File: config.mk
export PLATFORM = sky130hd
export DESIGN_NAME = fspc_host
export DESIGN_NICKNAME = d
export VERILOG_FILES = /design/src/shared/fspc_pkg.sv /design/src/logic/fspc_bus_cycle.sv /design/src/logic/fspc_host.sv
export SDC_FILE = /design/constraint.sdc
export NUM_CORES = 1
export LEC_CHECK = 0
export BUFFER_PORTS_ARGS = -buffer_cell sky130_fd_sc_hd__buf_4
export CORE_ASPECT_RATIO = 1.2
export CORE_UTILIZATION = 62
export CTS_CLUSTER_DIAMETER = 30
export CTS_CLUSTER_SIZE = 10
export DETAILED_ROUTE_END_ITERATION = 7
export PLACE_DENSITY = 0.93
export REMOVE_ABC_BUFFERS = 1
export SLEW_MARGIN = 30
export SYNTH_ARGS = -nofsm -noshare
export SYNTH_HDL_FRONTEND = slang
export SYNTH_SLANG_ARGS = --single-unit
File: constraint.sdc
create_clock -name clk_i -period 4.7 [get_ports clk_i]
set_input_delay 0.235 -clock clk_i [delete_from_list [all_inputs] [get_ports clk_i]]
set_output_delay 0.235 -clock clk_i [all_outputs]
set_load 0.02 [all_outputs]
File: src/shared/fspc_pkg.sv
package fspc_pkg;

  // ****************************************
  // clock and timing
  // ****************************************
  localparam int CLK_PERIOD_NS = 4;
  localparam int UNLOCK_SPACING_NS = 1000;
  localparam int UNLOCK_SPACING_CYC = (UNLOCK_SPACING_NS + CLK_PERIOD_NS - 1) / CLK_PERIOD_NS;
  localparam int UNLOCK_SETTLE_NS = 1000;
  localparam int UNLOCK_SETTLE_CYC = (UNLOCK_SETTLE_NS + CLK_PERIOD_NS - 1) / CLK_PERIOD_NS;
  localparam int ADDRESS_ACCESS_TIME_NS = 70;
  localparam int ADDRESS_ACCESS_CYC =
    (ADDRESS_ACCESS_TIME_NS + CLK_PERIOD_NS - 1) / CLK_PERIOD_NS;
  localparam int WE_PULSE_NS = 40;
  localparam int WE_PULSE_CYC = (WE_PULSE_NS + CLK_PERIOD_NS - 1) / CLK_PERIOD_NS;
  localparam int CLEAR_PULSE_MIN_WIDTH_NS = 500;
  localparam int CLEAR_PULSE_MIN_WIDTH_CYC =
    (CLEAR_PULSE_MIN_WIDTH_NS + CLK_PERIOD_NS - 1) / CLK_PERIOD_NS;
  localparam int RESET_RECOVERY_NS = 200;
  localparam int RESET_RECOVERY_CYC = (RESET_RECOVERY_NS + CLK_PERIOD_NS - 1) / CLK_PERIOD_NS;

  // ****************************************
  // password layout
  // ****************************************
  localparam int PW_WORDS = 4;
  localparam int PW_WORD_W = 16;
  localparam int PW_W = 64;

  // ****************************************
  // command words (values arbitrary)
  // ****************************************
  localparam logic [11:0] CMD_ADDR = 12'h0A5;
  localparam logic [15:0] CMD_PROT_ENTRY = 16'h00E1;
  localparam logic [15:0] CMD_PW_UNLOCK = 16'h00C3;
  localparam logic [15:0] CMD_PROT_EXIT = 16'h00F5;

  // ****************************************
  // unlock sequence steps
  // ****************************************
  localparam logic [2:0] STEP_ENTRY = 3'h0;
  localparam logic [2:0] STEP_CMD = 3'h1;
  localparam logic [2:0] STEP_WORD0 = 3'h2;
  localparam logic [2:0] STEP_WORD3 = 3'h5;
  localparam logic [2:0] STEP_EXIT = 3'h6;

  // ****************************************
  // user operations
  // ****************************************
  typedef enum logic [1:0] {
    FSPC_OP_READ = 2'h0,
    FSPC_OP_WRITE = 2'h1,
    FSPC_OP_UNLOCK = 2'h2,
    FSPC_OP_RESET = 2'h3
  } fspc_op_t;

  typedef enum logic [6:0] {
    FSPC_ST_IDLE = 7'h01,
    FSPC_ST_SPACE = 7'h02,
    FSPC_ST_BUS = 7'h04,
    FSPC_ST_SEQ = 7'h08,
    FSPC_ST_SETTLE = 7'h10,
    FSPC_ST_RST = 7'h20,
    FSPC_ST_RECOV = 7'h40
  } fspc_state_t;

  typedef enum logic [3:0] {
    FSPC_BC_IDLE = 4'h1,
    FSPC_BC_SETUP = 4'h2,
    FSPC_BC_STROBE = 4'h4,
    FSPC_BC_HOLD = 4'h8
  } fspc_bc_state_t;

endpackage

File: src/logic/fspc_bus_cycle.sv
`timescale 1ns/100ps
`default_nettype none
module fspc_bus_cycle
  import fspc_pkg::*;
#(
  parameter int ADDR_W = 24,
  parameter int DATA_W = 16
) (
  // clock and reset
  input wire logic clk_i,
  input wire logic rstn_i,
  // request
  input wire logic start_i,
  input wire logic write_i,
  input wire logic [ADDR_W-1:0] addr_i,
  input wire logic [DATA_W-1:0] wdata_i,
  output logic done_o,
  output logic [DATA_W-1:0] rdata_o,
  // flash pins
  output logic [ADDR_W-1:0] addr_o,
  output logic [DATA_W-1:0] dq_o,
  output logic dq_oe_o,
  input wire logic [DATA_W-1:0] dq_i,
  output logic ce_n_o,
  output logic we_n_o,
  output logic oe_n_o
);

  localparam logic [15:0] READ_CYC = 16'(ADDRESS_ACCESS_CYC + 2);
  localparam logic [15:0] WRITE_CYC = 16'(WE_PULSE_CYC);

  fspc_bc_state_t state_q;
  logic write_q;
  logic [15:0] cnt_q;
  logic [DATA_W-1:0] dq_s1_q;
  logic [DATA_W-1:0] dq_s2_q;

  // ****************************************
  // data pin synchroniser
  // ****************************************
  always_ff @(posedge clk_i) begin
    dq_s1_q <= dq_i;
    dq_s2_q <= dq_s1_q;
  end

  // ****************************************
  // one async bus cycle
  // ****************************************
  always_ff @(posedge clk_i) begin
    if (!rstn_i) begin
      state_q <= FSPC_BC_IDLE;
      write_q <= 1'b0;
      cnt_q <= 16'h0000;
      done_o <= 1'b0;
      rdata_o <= '0;
      addr_o <= '0;
      dq_o <= '0;
      dq_oe_o <= 1'b0;
      ce_n_o <= 1'b1;
      we_n_o <= 1'b1;
      oe_n_o <= 1'b1;
    end else begin
      done_o <= 1'b0;
      case (state_q)
        FSPC_BC_IDLE: begin
          if (start_i) begin
            write_q <= write_i;
            addr_o <= addr_i;
            dq_o <= wdata_i;
            dq_oe_o <= write_i;
            ce_n_o <= 1'b0;
            state_q <= FSPC_BC_SETUP;
          end
        end
        FSPC_BC_SETUP: begin
          cnt_q <= write_q ? WRITE_CYC : READ_CYC;
          we_n_o <= !write_q;
          oe_n_o <= write_q;
          state_q <= FSPC_BC_STROBE;
        end
        FSPC_BC_STROBE: begin
          if (cnt_q == 16'h0000) begin
            we_n_o <= 1'b1;
            oe_n_o <= 1'b1;
            if (!write_q) begin
              rdata_o <= dq_s2_q;
            end
            state_q <= FSPC_BC_HOLD;
          end else begin
            cnt_q <= cnt_q - 16'h0001;
          end
        end
        FSPC_BC_HOLD: begin
          ce_n_o <= 1'b1;
          dq_oe_o <= 1'b0;
          done_o <= 1'b1;
          state_q <= FSPC_BC_IDLE;
        end
        default: begin
          state_q <= FSPC_BC_IDLE;
        end
      endcase
    end
  end

endmodule
`default_nettype wire

File: src/logic/fspc_host.sv
`timescale 1ns/100ps
`default_nettype none
module fspc_host
  import fspc_pkg::*;
#(
  parameter int ADDR_W = 24,
  parameter int DATA_W = 16
) (
  // clock and reset
  input wire logic clk_i,
  input wire logic rstn_i,
  // user command port
  input wire logic cmd_valid_i,
  input wire logic [1:0] cmd_op_i,
  input wire logic [ADDR_W-1:0] cmd_addr_i,
  input wire logic [DATA_W-1:0] cmd_wdata_i,
  input wire logic [PW_W-1:0] cmd_pw_i,
  input wire logic wp_level_i,
  output logic cmd_ready_o,
  output logic rsp_valid_o,
  output logic [DATA_W-1:0] rsp_data_o,
  // flash pins
  output logic [ADDR_W-1:0] flash_addr_o,
  output logic [DATA_W-1:0] flash_dq_o,
  output logic flash_dq_oe_o,
  input wire logic [DATA_W-1:0] flash_dq_i,
  output logic flash_ce_n_o,
  output logic flash_we_n_o,
  output logic flash_oe_n_o,
  output logic flash_reset_n_o,
  output logic write_protect_accel_pin_n_o
);

  localparam logic [ADDR_W-1:0] CMD_ADDR_EXT = {{(ADDR_W-12){1'b0}}, CMD_ADDR};
  localparam logic [15:0] SPACING_LOAD = 16'(UNLOCK_SPACING_CYC);
  localparam logic [15:0] SETTLE_LOAD = 16'(UNLOCK_SETTLE_CYC);
  localparam logic [15:0] RST_LOAD = 16'(CLEAR_PULSE_MIN_WIDTH_CYC);
  localparam logic [15:0] RECOV_LOAD = 16'(RESET_RECOVERY_CYC);

  fspc_state_t state_q;
  fspc_op_t op_q;
  logic [ADDR_W-1:0] base_q;
  logic [PW_W-1:0] pw_q;
  logic [2:0] step_q;
  logic [15:0] tmr_q;
  logic [15:0] space_q;
  logic bc_start_q;
  logic bc_write_q;
  logic [ADDR_W-1:0] bc_addr_q;
  logic [DATA_W-1:0] bc_wdata_q;
  logic bc_done;
  logic [DATA_W-1:0] bc_rdata;

  // ****************************************
  // unlock sequence decode
  // ****************************************
  function automatic logic [ADDR_W-1:0] seq_addr(input logic [2:0] step,
                                                 input logic [ADDR_W-1:0] base);
    logic [ADDR_W-1:0] a;
    a = CMD_ADDR_EXT;
    if (step >= STEP_WORD0 && step <= STEP_WORD3) begin
      a = {base[ADDR_W-1:2], 2'(step - STEP_WORD0)};
    end
    return a;
  endfunction

  function automatic logic [DATA_W-1:0] seq_data(input logic [2:0] step,
                                                 input logic [PW_W-1:0] pw);
    logic [1:0] idx;
    logic [DATA_W-1:0] d;
    idx = 2'(step - STEP_WORD0);
    case (step)
      STEP_ENTRY: d = DATA_W'(CMD_PROT_ENTRY);
      STEP_CMD: d = DATA_W'(CMD_PW_UNLOCK);
      STEP_EXIT: d = DATA_W'(CMD_PROT_EXIT);
      default: d = DATA_W'(pw[{idx, 4'h0} +: PW_WORD_W]);
    endcase
    return d;
  endfunction

  // ****************************************
  // bus cycle engine
  // ****************************************
  fspc_bus_cycle #(
    .ADDR_W(ADDR_W),
    .DATA_W(DATA_W)
  ) u_bus (
    .clk_i(clk_i),
    .rstn_i(rstn_i),
    .start_i(bc_start_q),
    .write_i(bc_write_q),
    .addr_i(bc_addr_q),
    .wdata_i(bc_wdata_q),
    .done_o(bc_done),
    .rdata_o(bc_rdata),
    .addr_o(flash_addr_o),
    .dq_o(flash_dq_o),
    .dq_oe_o(flash_dq_oe_o),
    .dq_i(flash_dq_i),
    .ce_n_o(flash_ce_n_o),
    .we_n_o(flash_we_n_o),
    .oe_n_o(flash_oe_n_o)
  );

  // ****************************************
  // unlock spacing timer
  // ****************************************
  always_ff @(posedge clk_i) begin
    if (!rstn_i) begin
      space_q <= 16'h0000;
    end else if (state_q == FSPC_ST_SEQ && bc_done && step_q == STEP_WORD3) begin
      space_q <= SPACING_LOAD;
    end else if (space_q != 16'h0000) begin
      space_q <= space_q - 16'h0001;
    end
  end

  // ****************************************
  // protect pin, changed only between commands
  // ****************************************
  always_ff @(posedge clk_i) begin
    if (!rstn_i) begin
      write_protect_accel_pin_n_o <= 1'b0;
    end else if (state_q == FSPC_ST_IDLE && !(cmd_valid_i && cmd_ready_o)) begin
      write_protect_accel_pin_n_o <= wp_level_i;
    end
  end

  // ****************************************
  // command sequencer
  // ****************************************
  always_ff @(posedge clk_i) begin
    if (!rstn_i) begin
      state_q <= FSPC_ST_IDLE;
      op_q <= FSPC_OP_READ;
      base_q <= '0;
      pw_q <= '0;
      step_q <= STEP_ENTRY;
      tmr_q <= 16'h0000;
      bc_start_q <= 1'b0;
      bc_write_q <= 1'b0;
      bc_addr_q <= '0;
      bc_wdata_q <= '0;
      cmd_ready_o <= 1'b0;
      rsp_valid_o <= 1'b0;
      rsp_data_o <= '0;
      flash_reset_n_o <= 1'b0;
    end else begin
      bc_start_q <= 1'b0;
      rsp_valid_o <= 1'b0;
      case (state_q)
        FSPC_ST_IDLE: begin
          cmd_ready_o <= 1'b1;
          if (cmd_valid_i && cmd_ready_o) begin
            cmd_ready_o <= 1'b0;
            op_q <= fspc_op_t'(cmd_op_i);
            base_q <= cmd_addr_i;
            pw_q <= cmd_pw_i;
            step_q <= STEP_ENTRY;
            case (fspc_op_t'(cmd_op_i))
              FSPC_OP_READ, FSPC_OP_WRITE: begin
                bc_start_q <= 1'b1;
                bc_write_q <= (cmd_op_i == FSPC_OP_WRITE);
                bc_addr_q <= cmd_addr_i;
                bc_wdata_q <= cmd_wdata_i;
                state_q <= FSPC_ST_BUS;
              end
              FSPC_OP_UNLOCK: begin
                state_q <= FSPC_ST_SPACE;
              end
              default: begin
                flash_reset_n_o <= 1'b0;
                tmr_q <= RST_LOAD;
                state_q <= FSPC_ST_RST;
              end
            endcase
          end
        end
        FSPC_ST_SPACE: begin
          if (space_q == 16'h0000) begin
            bc_start_q <= 1'b1;
            bc_write_q <= 1'b1;
            bc_addr_q <= seq_addr(step_q, base_q);
            bc_wdata_q <= seq_data(step_q, pw_q);
            state_q <= FSPC_ST_SEQ;
          end
        end
        FSPC_ST_BUS: begin
          if (bc_done) begin
            rsp_valid_o <= 1'b1;
            rsp_data_o <= (op_q == FSPC_OP_READ) ? bc_rdata : '0;
            state_q <= FSPC_ST_IDLE;
          end
        end
        FSPC_ST_SEQ: begin
          if (bc_done) begin
            if (step_q == STEP_WORD3) begin
              tmr_q <= SETTLE_LOAD;
              step_q <= STEP_EXIT;
              state_q <= FSPC_ST_SETTLE;
            end else if (step_q == STEP_EXIT) begin
              rsp_valid_o <= 1'b1;
              rsp_data_o <= '0;
              state_q <= FSPC_ST_IDLE;
            end else begin
              step_q <= step_q + 3'h1;
              bc_start_q <= 1'b1;
              bc_addr_q <= seq_addr(step_q + 3'h1, base_q);
              bc_wdata_q <= seq_data(step_q + 3'h1, pw_q);
            end
          end
        end
        FSPC_ST_SETTLE: begin
          if (tmr_q == 16'h0000) begin
            bc_start_q <= 1'b1;
            bc_addr_q <= seq_addr(step_q, base_q);
            bc_wdata_q <= seq_data(step_q, pw_q);
            state_q <= FSPC_ST_SEQ;
          end else begin
            tmr_q <= tmr_q - 16'h0001;
          end
        end
        FSPC_ST_RST: begin
          if (tmr_q == 16'h0000) begin
            flash_reset_n_o <= 1'b1;
            tmr_q <= RECOV_LOAD;
            state_q <= FSPC_ST_RECOV;
          end else begin
            tmr_q <= tmr_q - 16'h0001;
          end
        end
        FSPC_ST_RECOV: begin
          flash_reset_n_o <= 1'b1;
          if (tmr_q == 16'h0000) begin
            rsp_valid_o <= 1'b1;
            rsp_data_o <= '0;
            state_q <= FSPC_ST_IDLE;
          end else begin
            tmr_q <= tmr_q - 16'h0001;
          end
        end
        default: begin
          state_q <= FSPC_ST_IDLE;
        end
      endcase
    end
  end

endmodule
`default_nettype wire

==> metrics.yaml, run 1 <==
critical-path-max-stage-delay_ns: 0.80
dp_slack_ns: 1.322
postCtsHoldBufs: 105
synth_adder_area_share_pct: 0.9230
start_kind: "register"
fin_crit_sh_pct: 83.78
yosys.area_share.simple_pct: 19.87
insertion_delay_ns: 0.59
critPathRequiredTime_ns: 5.12
arrival_ns: 4.36
yosysTopAreaCellShare_pct: 45.19
fmax_ghz: 0.2540
ant_nets: 0
cts_resized: 0
synth_async_sr_flop_share_pct: 0
rows: 58
rsz0062_at_grt: "false"
reg2reg_setup_slack_ns: 0.76
syn2layout_area_growth_pct: 31.76
grt_max_degree: 115
cts_tree: "built"
avgViaCountPerCell: 7.014
cts_sinks: 306
cp-end-kind: "register"
grt_overflow: 0
cts_buffers: 51
leakage_nw: 6.930
final_max_slew_viol_count: 0
gp_congestion: 0.9085
yosys.cell_types.count: 76
syn_area_um2: 13560
cp_max_fo: 22
crit_slowest_cell: "o21ai_0"
vias: 14930
firstDrtPassIters: 8
drt_iter0_markers: 2424
maxCapViolCount: 0
holdWs_ns: 0.03345
ys_seq_area_share_pct: 45.19
muxShareOfSynthArea_pct: 8.584
die_h_um: 164.0
antenna_found_initial: 8
postRouteWirelength_um: 52370
portBuffers: 189
core_area_um2: 21190
wl_per_cell_um: 24.60
synthTopCellsByArea: "dfxtp_1 45%, a21oi_1 7.1%, nand2_1 6.8%"
fillers: 1006
synth_edf_count: 0
hold_class: "input port to register"
cp_cell_sequence: "inv_1 -> ha_1 -> or3_1 -> o211ai_1 -> buf_4 -> a21boi_0 -> o21ai_0 -> mux2i_1"
grt_pass1_wl_um: 81300
crit_type: "register to register"
ir_drop_v: 0.0005922
clkTransAtPathRegs_ns: 0.06
r2r_end: "bc_addr_q[9]$_SDFFE_PN0P_"
crit_family: "compound AO/OA/AOI/OAI gates"
die-width_um: 137.0
num-nets-final: 1951
hold_end: "write_protect_accel_pin_n_o$_SDFFE_PN0P_"
grt_pass1_vias: 15220
die_area_um2: 22460
relSlewSlack_pct: 31.48
h-tree-depth: 2
violations: "design-rule violations"
postLayoutCoreUtil_pct: 84.29
worstHoldPathCells: 4
io_pins: 190
post_cts_buffers: 0
yosysTopAreaCell: "dfxtp_1"
post-dp-hpwl_um: 23090
power_mw: 11.12
cts_root_buffer: "clkbuf_16"
finalHoldViolCount: 0
setup_ws_ns: 0.7625
synth_xor_area_share_pct: 2.068
clock_skew_ns: 0.04146
r2r_cells: 8
timing.rr.start: "step_q[0]$_SDFFE_PN0P_"
synth_compound_area_share_pct: 18.73
drc: 17
netlist_instances: 1580
outcome: "finished with violations"
worstMarginPinSlew_ns: 1.024
clk_path_buf_depth: 3
hp-start: "cmd_valid_i"
worst-path-buf-inv: 2
layout_min_cycle_time_ns: 3.937
initial_core_util_pct: 63.97
synth_top_family_by_area: "simple AND/OR/NAND/NOR gates"
syn_avg_cell_area_um2: 8.579
synthFlopType: "dfxtp_1"
synth_seq_cells: 306
drive_above_1_share_pct: 19.51
setup_violations: 0
yosysWarnings: 0
grt_use_total_pct: 47.38
power_density_nw_per_um2: 622.4
tightest hold or removal path, stage by stage:
cell and delay, ns:
buf_4 0.09, nand2_1 0.07, nand3_1 0.09, a21oi_1 0.05
placed cells by master (no fill, tap or decap), drive strengths merged, types with 9 or more instances in the layout:
| master | n |
|---|---|
| dfxtp | 306 |
| nand2 | 244 |
| buf | 209 |
| a21oi | 193 |
| o21ai | 137 |
| nand3 | 128 |
| dlygate4sd3 | 105 |
| clkbuf | 64 |
| nor2 | 57 |
| mux2i | 42 |
| mux4 | 32 |
| nor3 | 27 |
| xnor2 | 25 |
| and2 | 25 |
| inv | 22 |
| a21boi | 19 |
| nor4 | 19 |
| or3 | 16 |
| clkinv | 11 |
| ha | 10 |
| a32oi | 9 |
| clkinvlp | 9 |
| nand4 | 9 |
through the flow:
step           cells  setup TNS, ns  instance area [um2]
2_1_floorplan   1448         -5.484                13000
3_5_place_dp    1927              0                14980
3_3_place_gp    1927              0                14970
4_1_cts         2125              0                17830
6_report        2129              0                17860
5_1_grt         2129              0                17860
where the power goes:
group	leakage, nW	switching [mW]	internal, mW
clock	0.850	1.44	2.49
sequential	2.50	0.499	3.16
combinational	3.58	2.33	1.20
how the worst max path moves through the flow:
stage | slack (ns) | cells after the start | to | from
2_1_floorplan | -0.26 | 6 | space_q[6]$_SDFFE_PN0P_ | step_q[0]$_SDFFE_PN0P_
3_3_place_gp | 1.52 | 9 | state_q[1]$_SDFFE_PN0P_ | tmr_q[0]$_SDFFE_PN0P_
3_5_place_dp | 1.32 | 9 | pw_q[39]$_SDFFE_PN0P_ | tmr_q[0]$_SDFFE_PN0P_
4_1_cts | 1.29 | 9 | state_q[1]$_SDFFE_PN0P_ | tmr_q[0]$_SDFFE_PN0P_
5_1_grt | 0.59 | 8 | bc_addr_q[9]$_SDFFE_PN0P_ | step_q[0]$_SDFFE_PN0P_
6_report | 0.76 | 8 | bc_addr_q[9]$_SDFFE_PN0P_ | step_q[0]$_SDFFE_PN0P_
Yosys cell counts, drive strengths merged, types with 7 or more instances:
cell type  count
dfxtp        306
nand2        244
a21oi        193
o21ai        137
nand3        128
clkbuf       109
nor2          57
mux2i         42
mux4          32
nor3          27
and2          25
xnor2         25
buf           23
a21boi        19
inv           19
nor4          19
or3           16
ha            10
a32oi          9
nand4          9
a22oi          7
o211ai         7
or4            7
xor2           7
sequential cells by signal (all words and copies together) (netlist names), 22 cells and up:
register / count
pw_q: 64
bc_addr_q: 24
u_bus.addr_o: 24
base_q: 22
kinds of logic (layout without fill, tap and decap cells):
logic type | Yosys count | after routing
buffers and inverters | 152 | 427
AND/OR/NAND/NOR | 568 | 568
adder cells (fa/ha/maj) | 10 | 10
XOR/XNOR | 32 | 32
other | 0 | 4
flip-flops | 306 | 306
multiplexers | 76 | 76
AO/OA/AOI/OAI | 436 | 436
metal layers:
layer | vias to the layer above | GRT usage [%] | share of wire [%] | wire length, um
li1 | 6117 | - | - | -
met1 | 6747 | 49.50 | 31 | 16330
met2 | 1505 | 74.45 | 46 | 23920
met3 | 556 | 18.77 | 13 | 6961
met4 | 8 | 38.51 | 9.6 | 5018
met5 | - | 5.324 | 0.27 | 144
final cells by class:
class	instances	area, um2	area share, %
Tap cell	270	337.8	1.891
Antenna cell	4	10.01	0.05604
Clock buffer	64	1385	7.755
Multi-Input combinational cell	1122	6869	38.46
Timing Repair Buffer	314	2636	14.76
Inverter	20	80.08	0.4483
Sequential cell	306	6127	34.30
Clock inverter	29	415.4	2.326
Power figures use the tool's default switching activity.
==> inputs of run 2 (changes only) <==
--- a/config.mk
+++ b/config.mk
@@ -7,11 +7,11 @@
 export LEC_CHECK = 0
 export BUFFER_PORTS_ARGS = -buffer_cell sky130_fd_sc_hd__buf_4
 export CORE_ASPECT_RATIO = 1.2
-export CORE_UTILIZATION = 62
+export CORE_UTILIZATION = 52
 export CTS_CLUSTER_DIAMETER = 30
 export CTS_CLUSTER_SIZE = 10
 export DETAILED_ROUTE_END_ITERATION = 7
-export PLACE_DENSITY = 0.93
+export PLACE_DENSITY = 0.84
 export REMOVE_ABC_BUFFERS = 1
 export SLEW_MARGIN = 30
 export SYNTH_ARGS = -nofsm -noshare
==> constraint.sdc (replaced) <==
create_clock -name clk_i -period 3.5 [get_ports clk_i]
set_input_delay 0.175 -clock clk_i [delete_from_list [all_inputs] [get_ports clk_i]]
set_output_delay 0.175 -clock clk_i [all_outputs]
set_load 0.02 [all_outputs]
==> run 2 against run 1 <==
Net effect:
- the run ends with negative hold slack left
- sequential power grew 30%
- global-route usage shrank 16 points
- final area grew 1.3%
- non-clock buffer count grew 8
- largest cell class unchanged
- critical path depth grew 1
- clock skew shrank 0.016 ns
==> metrics.yaml, run 2 (synthesis gave the netlist of run 1 again) <==
dp_slack_ns: 0.6356  # -0.6863 ns
die_h_um: 178.9  # +9.1%
firstDrtPassIters: 7  # -1
stdcell_area_um2: 18090  # +1.3%
rsz0062_at_grt: "false"
p_seq_share_pct: 32.4  # -0.5 points
violations: "negative hold slack"
fin_crit_sh_pct: 83.52  # -0.26 points
swShare_pct: 35.24  # -3.1 points
relSlewSlack_pct: 31.68  # +0.20 points
cp-end-kind: "register"
largest_reg_flops: 64  # unchanged
setup_violations: 0  # unchanged
largestRegisters: "pw_q: 64 flops, bc_addr_q: 24 flops, u_bus.addr_o: 24 flops"
hold_class: "input port to register"
syn2layout_area_growth_pct: 33.46
antenna_found_initial: 0  # -8
top_register: "pw_q"
cts_sinks: 306  # unchanged
postRouteWirelength_um: 42120  # -20%
grt_overflow: 0  # unchanged
start_kind: "register"
switchingPower_mw: 5.176  # +21%
core_area_um2: 25540  # +21%
num-nets-final: 1962  # +0.56%
avgViaCountPerCell: 6.111  # -13%
drt_iter0_markers: 1397  # -42%
clkTransAtPathRegs_ns: 0.05  # about the same
mostFrequentLayoutCell: "dfxtp_1"
crit_slowest_cell: "a41oi_2"
p_int_mw: 9.511  # +39%
use_met1_pct: 34.48  # -15 points
power_density_nw_per_um2: 811.9  # +30%
initial_core_util_pct: 53.07  # -11 points
gp_congestion: 0.9086  # about the same
arrival_ns: 3.32  # -1.04 ns
critPathRequiredTime_ns: 3.90  # -1.22 ns
cts_tree: "built"
grt_pass1_vias: 13240  # -13%
grt.busiest_layer: "met2"
setup_ws_ns: 0.5768  # -0.1857 ns
clk_path_buf_depth: 3  # unchanged
cts_resized: 0  # unchanged
wl_per_cell_um: 19.18  # -22%
outcome: "finished with violations"
rows: 64  # +10%
drive_above_1_share_pct: 20.04  # +0.53 points
holdWs_ns: -0.004296  # -0.03775 ns
use_met3_pct: 6.641  # -12 points
fmax_ghz: 0.3421  # +35%
worstMarginPinSlew_ns: 1.011  # -0.01360 ns
vias: 13420  # -10%
ant_nets: 0  # unchanged
place_area_um2: 15130  # +1.0%
portBuffers: 189  # unchanged
cp_max_fo: 17  # -23%
insertion_delay_ns: 0.56  # -0.03 ns
io_pins: 190  # unchanged
critical-path-max-stage-delay_ns: 0.50  # -0.30 ns
layout_min_cycle_time_ns: 2.923  # -1.014 ns
final_max_slew_viol_count: 0  # unchanged
die_area_um2: 26720  # +19%
h-tree-depth: 2  # unchanged
cp_cell_sequence: "inv_1 -> ha_1 -> or3b_1 -> nor4_1 -> buf_4 -> a21o_1 -> a41oi_2 -> o2111ai_1 -> o221ai_1"
cts_buffers: 54  # +5.9%
leakage_nw: 7.054  # +1.8%
grt.met2_usage_pct: 54.55  # -20 points
final.setup.tns_ns: 0  # unchanged
ir_drop_v: 0.0006976  # +18%
cts_root_buffer: "clkbuf_16"
grt_pass1_wl_um: 66030  # -19%
finalHoldViolCount: 1  # +1
grt_max_degree: 114  # -0.87%
crit_family: "compound AO/OA/AOI/OAI gates"
drc: 0  # -17
post-dp-hpwl_um: 22850  # -1.1%
antenna_cells: 0  # -4
clock_skew_ns: 0.02508  # -0.01638 ns
grt_use_total_pct: 30.89  # -16 points
p_comb_share_pct: 30.6  # -1.2 points
worst-path-buf-inv: 2  # unchanged
fillers: 1804  # +79%
pwr-share-clk_pct: 37.0  # +1.7 points
layout_common_cells: "305 x dfxtp_1, 243 x nand2_1, 213 x buf_4, 193 x a21oi_1, 134 x o21ai_0"
crit_type: "register to register"
maxCapViolCount: 0  # unchanged
die-width_um: 149.4  # +9.1%
run 2: cell types whose count changed in the layout (fill, tap and decap cells not counted), moves of 5 or more:
| cell | previous run | this run |
|---|---|---|
| buf_4 | 207 | 213 |
| clkbuf_1 | 7 | 2 |
| clkinvlp_4 | 9 | 4 |
| inv_6 | 3 | 8 |
run 2: cell type report:
cell class,count,area [um2],area share [%]
Multi-Input combinational cell,1122,6854,37.89
Sequential cell,306,6127,33.87
Timing Repair Buffer,322,2720,15.04
Clock buffer,67,1521,8.410
Inverter,20,80.08,0.4426
Clock inverter,29,375.4,2.075
Tap cell,330,412.9,2.282
run 2: through the flow:
| stage | std cells | total power [mW] | utilization, % | hold slack [ns] |
|---|---|---|---|---|
| floorplan | 1448 | 7.584 | - | 0.2027 |
| global placement | 1994 | 8.764 | 59.24 | 0.2806 |
| detailed placement | 1994 | 8.944 | 59.24 | 0.2804 |
| CTS | 2196 | 14.50 | 70.82 | 0.001938 |
| global route | 2196 | 15.31 | 70.82 | 0.02834 |
| finish | 2196 | 14.69 | 70.82 | -0.004296 |
run 2: worst register-to-register path, stage by stage (launching register included):
cell and delay [ns]:
dfxtp_1 0.33, inv_1 0.09, ha_1 0.18, or3b_1 0.41, nor4_1 0.25, buf_4 0.18
a21o_1 0.31, a41oi_2 0.50, o2111ai_1 0.36, o221ai_1 0.16
run 2: worst paths after layout:
kind                            startpoint                     endpoint  slack (ns)  cells past startpoint
setup / recovery     tmr_q[0]$_SDFFE_PN0P_       tmr_q[12]$_SDFFE_PN0P_        0.58                      9
hold reg to reg   u_bus.dq_s1_q[9]$_DFF_P_     u_bus.dq_s2_q[9]$_DFF_P_        0.32                      0
hold / removal             cmd_wdata_i[11]  bc_wdata_q[11]$_SDFFE_PN0P_      -0.004                      5
setup reg to reg     tmr_q[0]$_SDFFE_PN0P_       tmr_q[12]$_SDFFE_PN0P_        0.58                      9
run 2: power groups by stage:
stage          sequential (mW)  clock, mW  combinational (mW)
3_5_place_dp              4.76          0                4.18
4_1_cts                   4.71       5.43                4.35
2_1_floorplan             4.66          0                2.92
6_report                  4.76       5.43                4.50
5_1_grt                   4.83       5.62                4.85
3_3_place_gp              4.71          0                4.05
run 2: metal layers:
| layer | routed length, um | up-vias |
|---|---|---|
| li1 | - | 6140 |
| met1 | 15510 | 6379 |
| met2 | 21050 | 719 |
| met3 | 3596 | 181 |
| met4 | 1960 | 0 |
| met5 | 0 | - |
run 2: repair_timing:
item                      CTS  global route
setup buffers               0             0
hold buffers              106             0
hold endpoints to repair  110             0
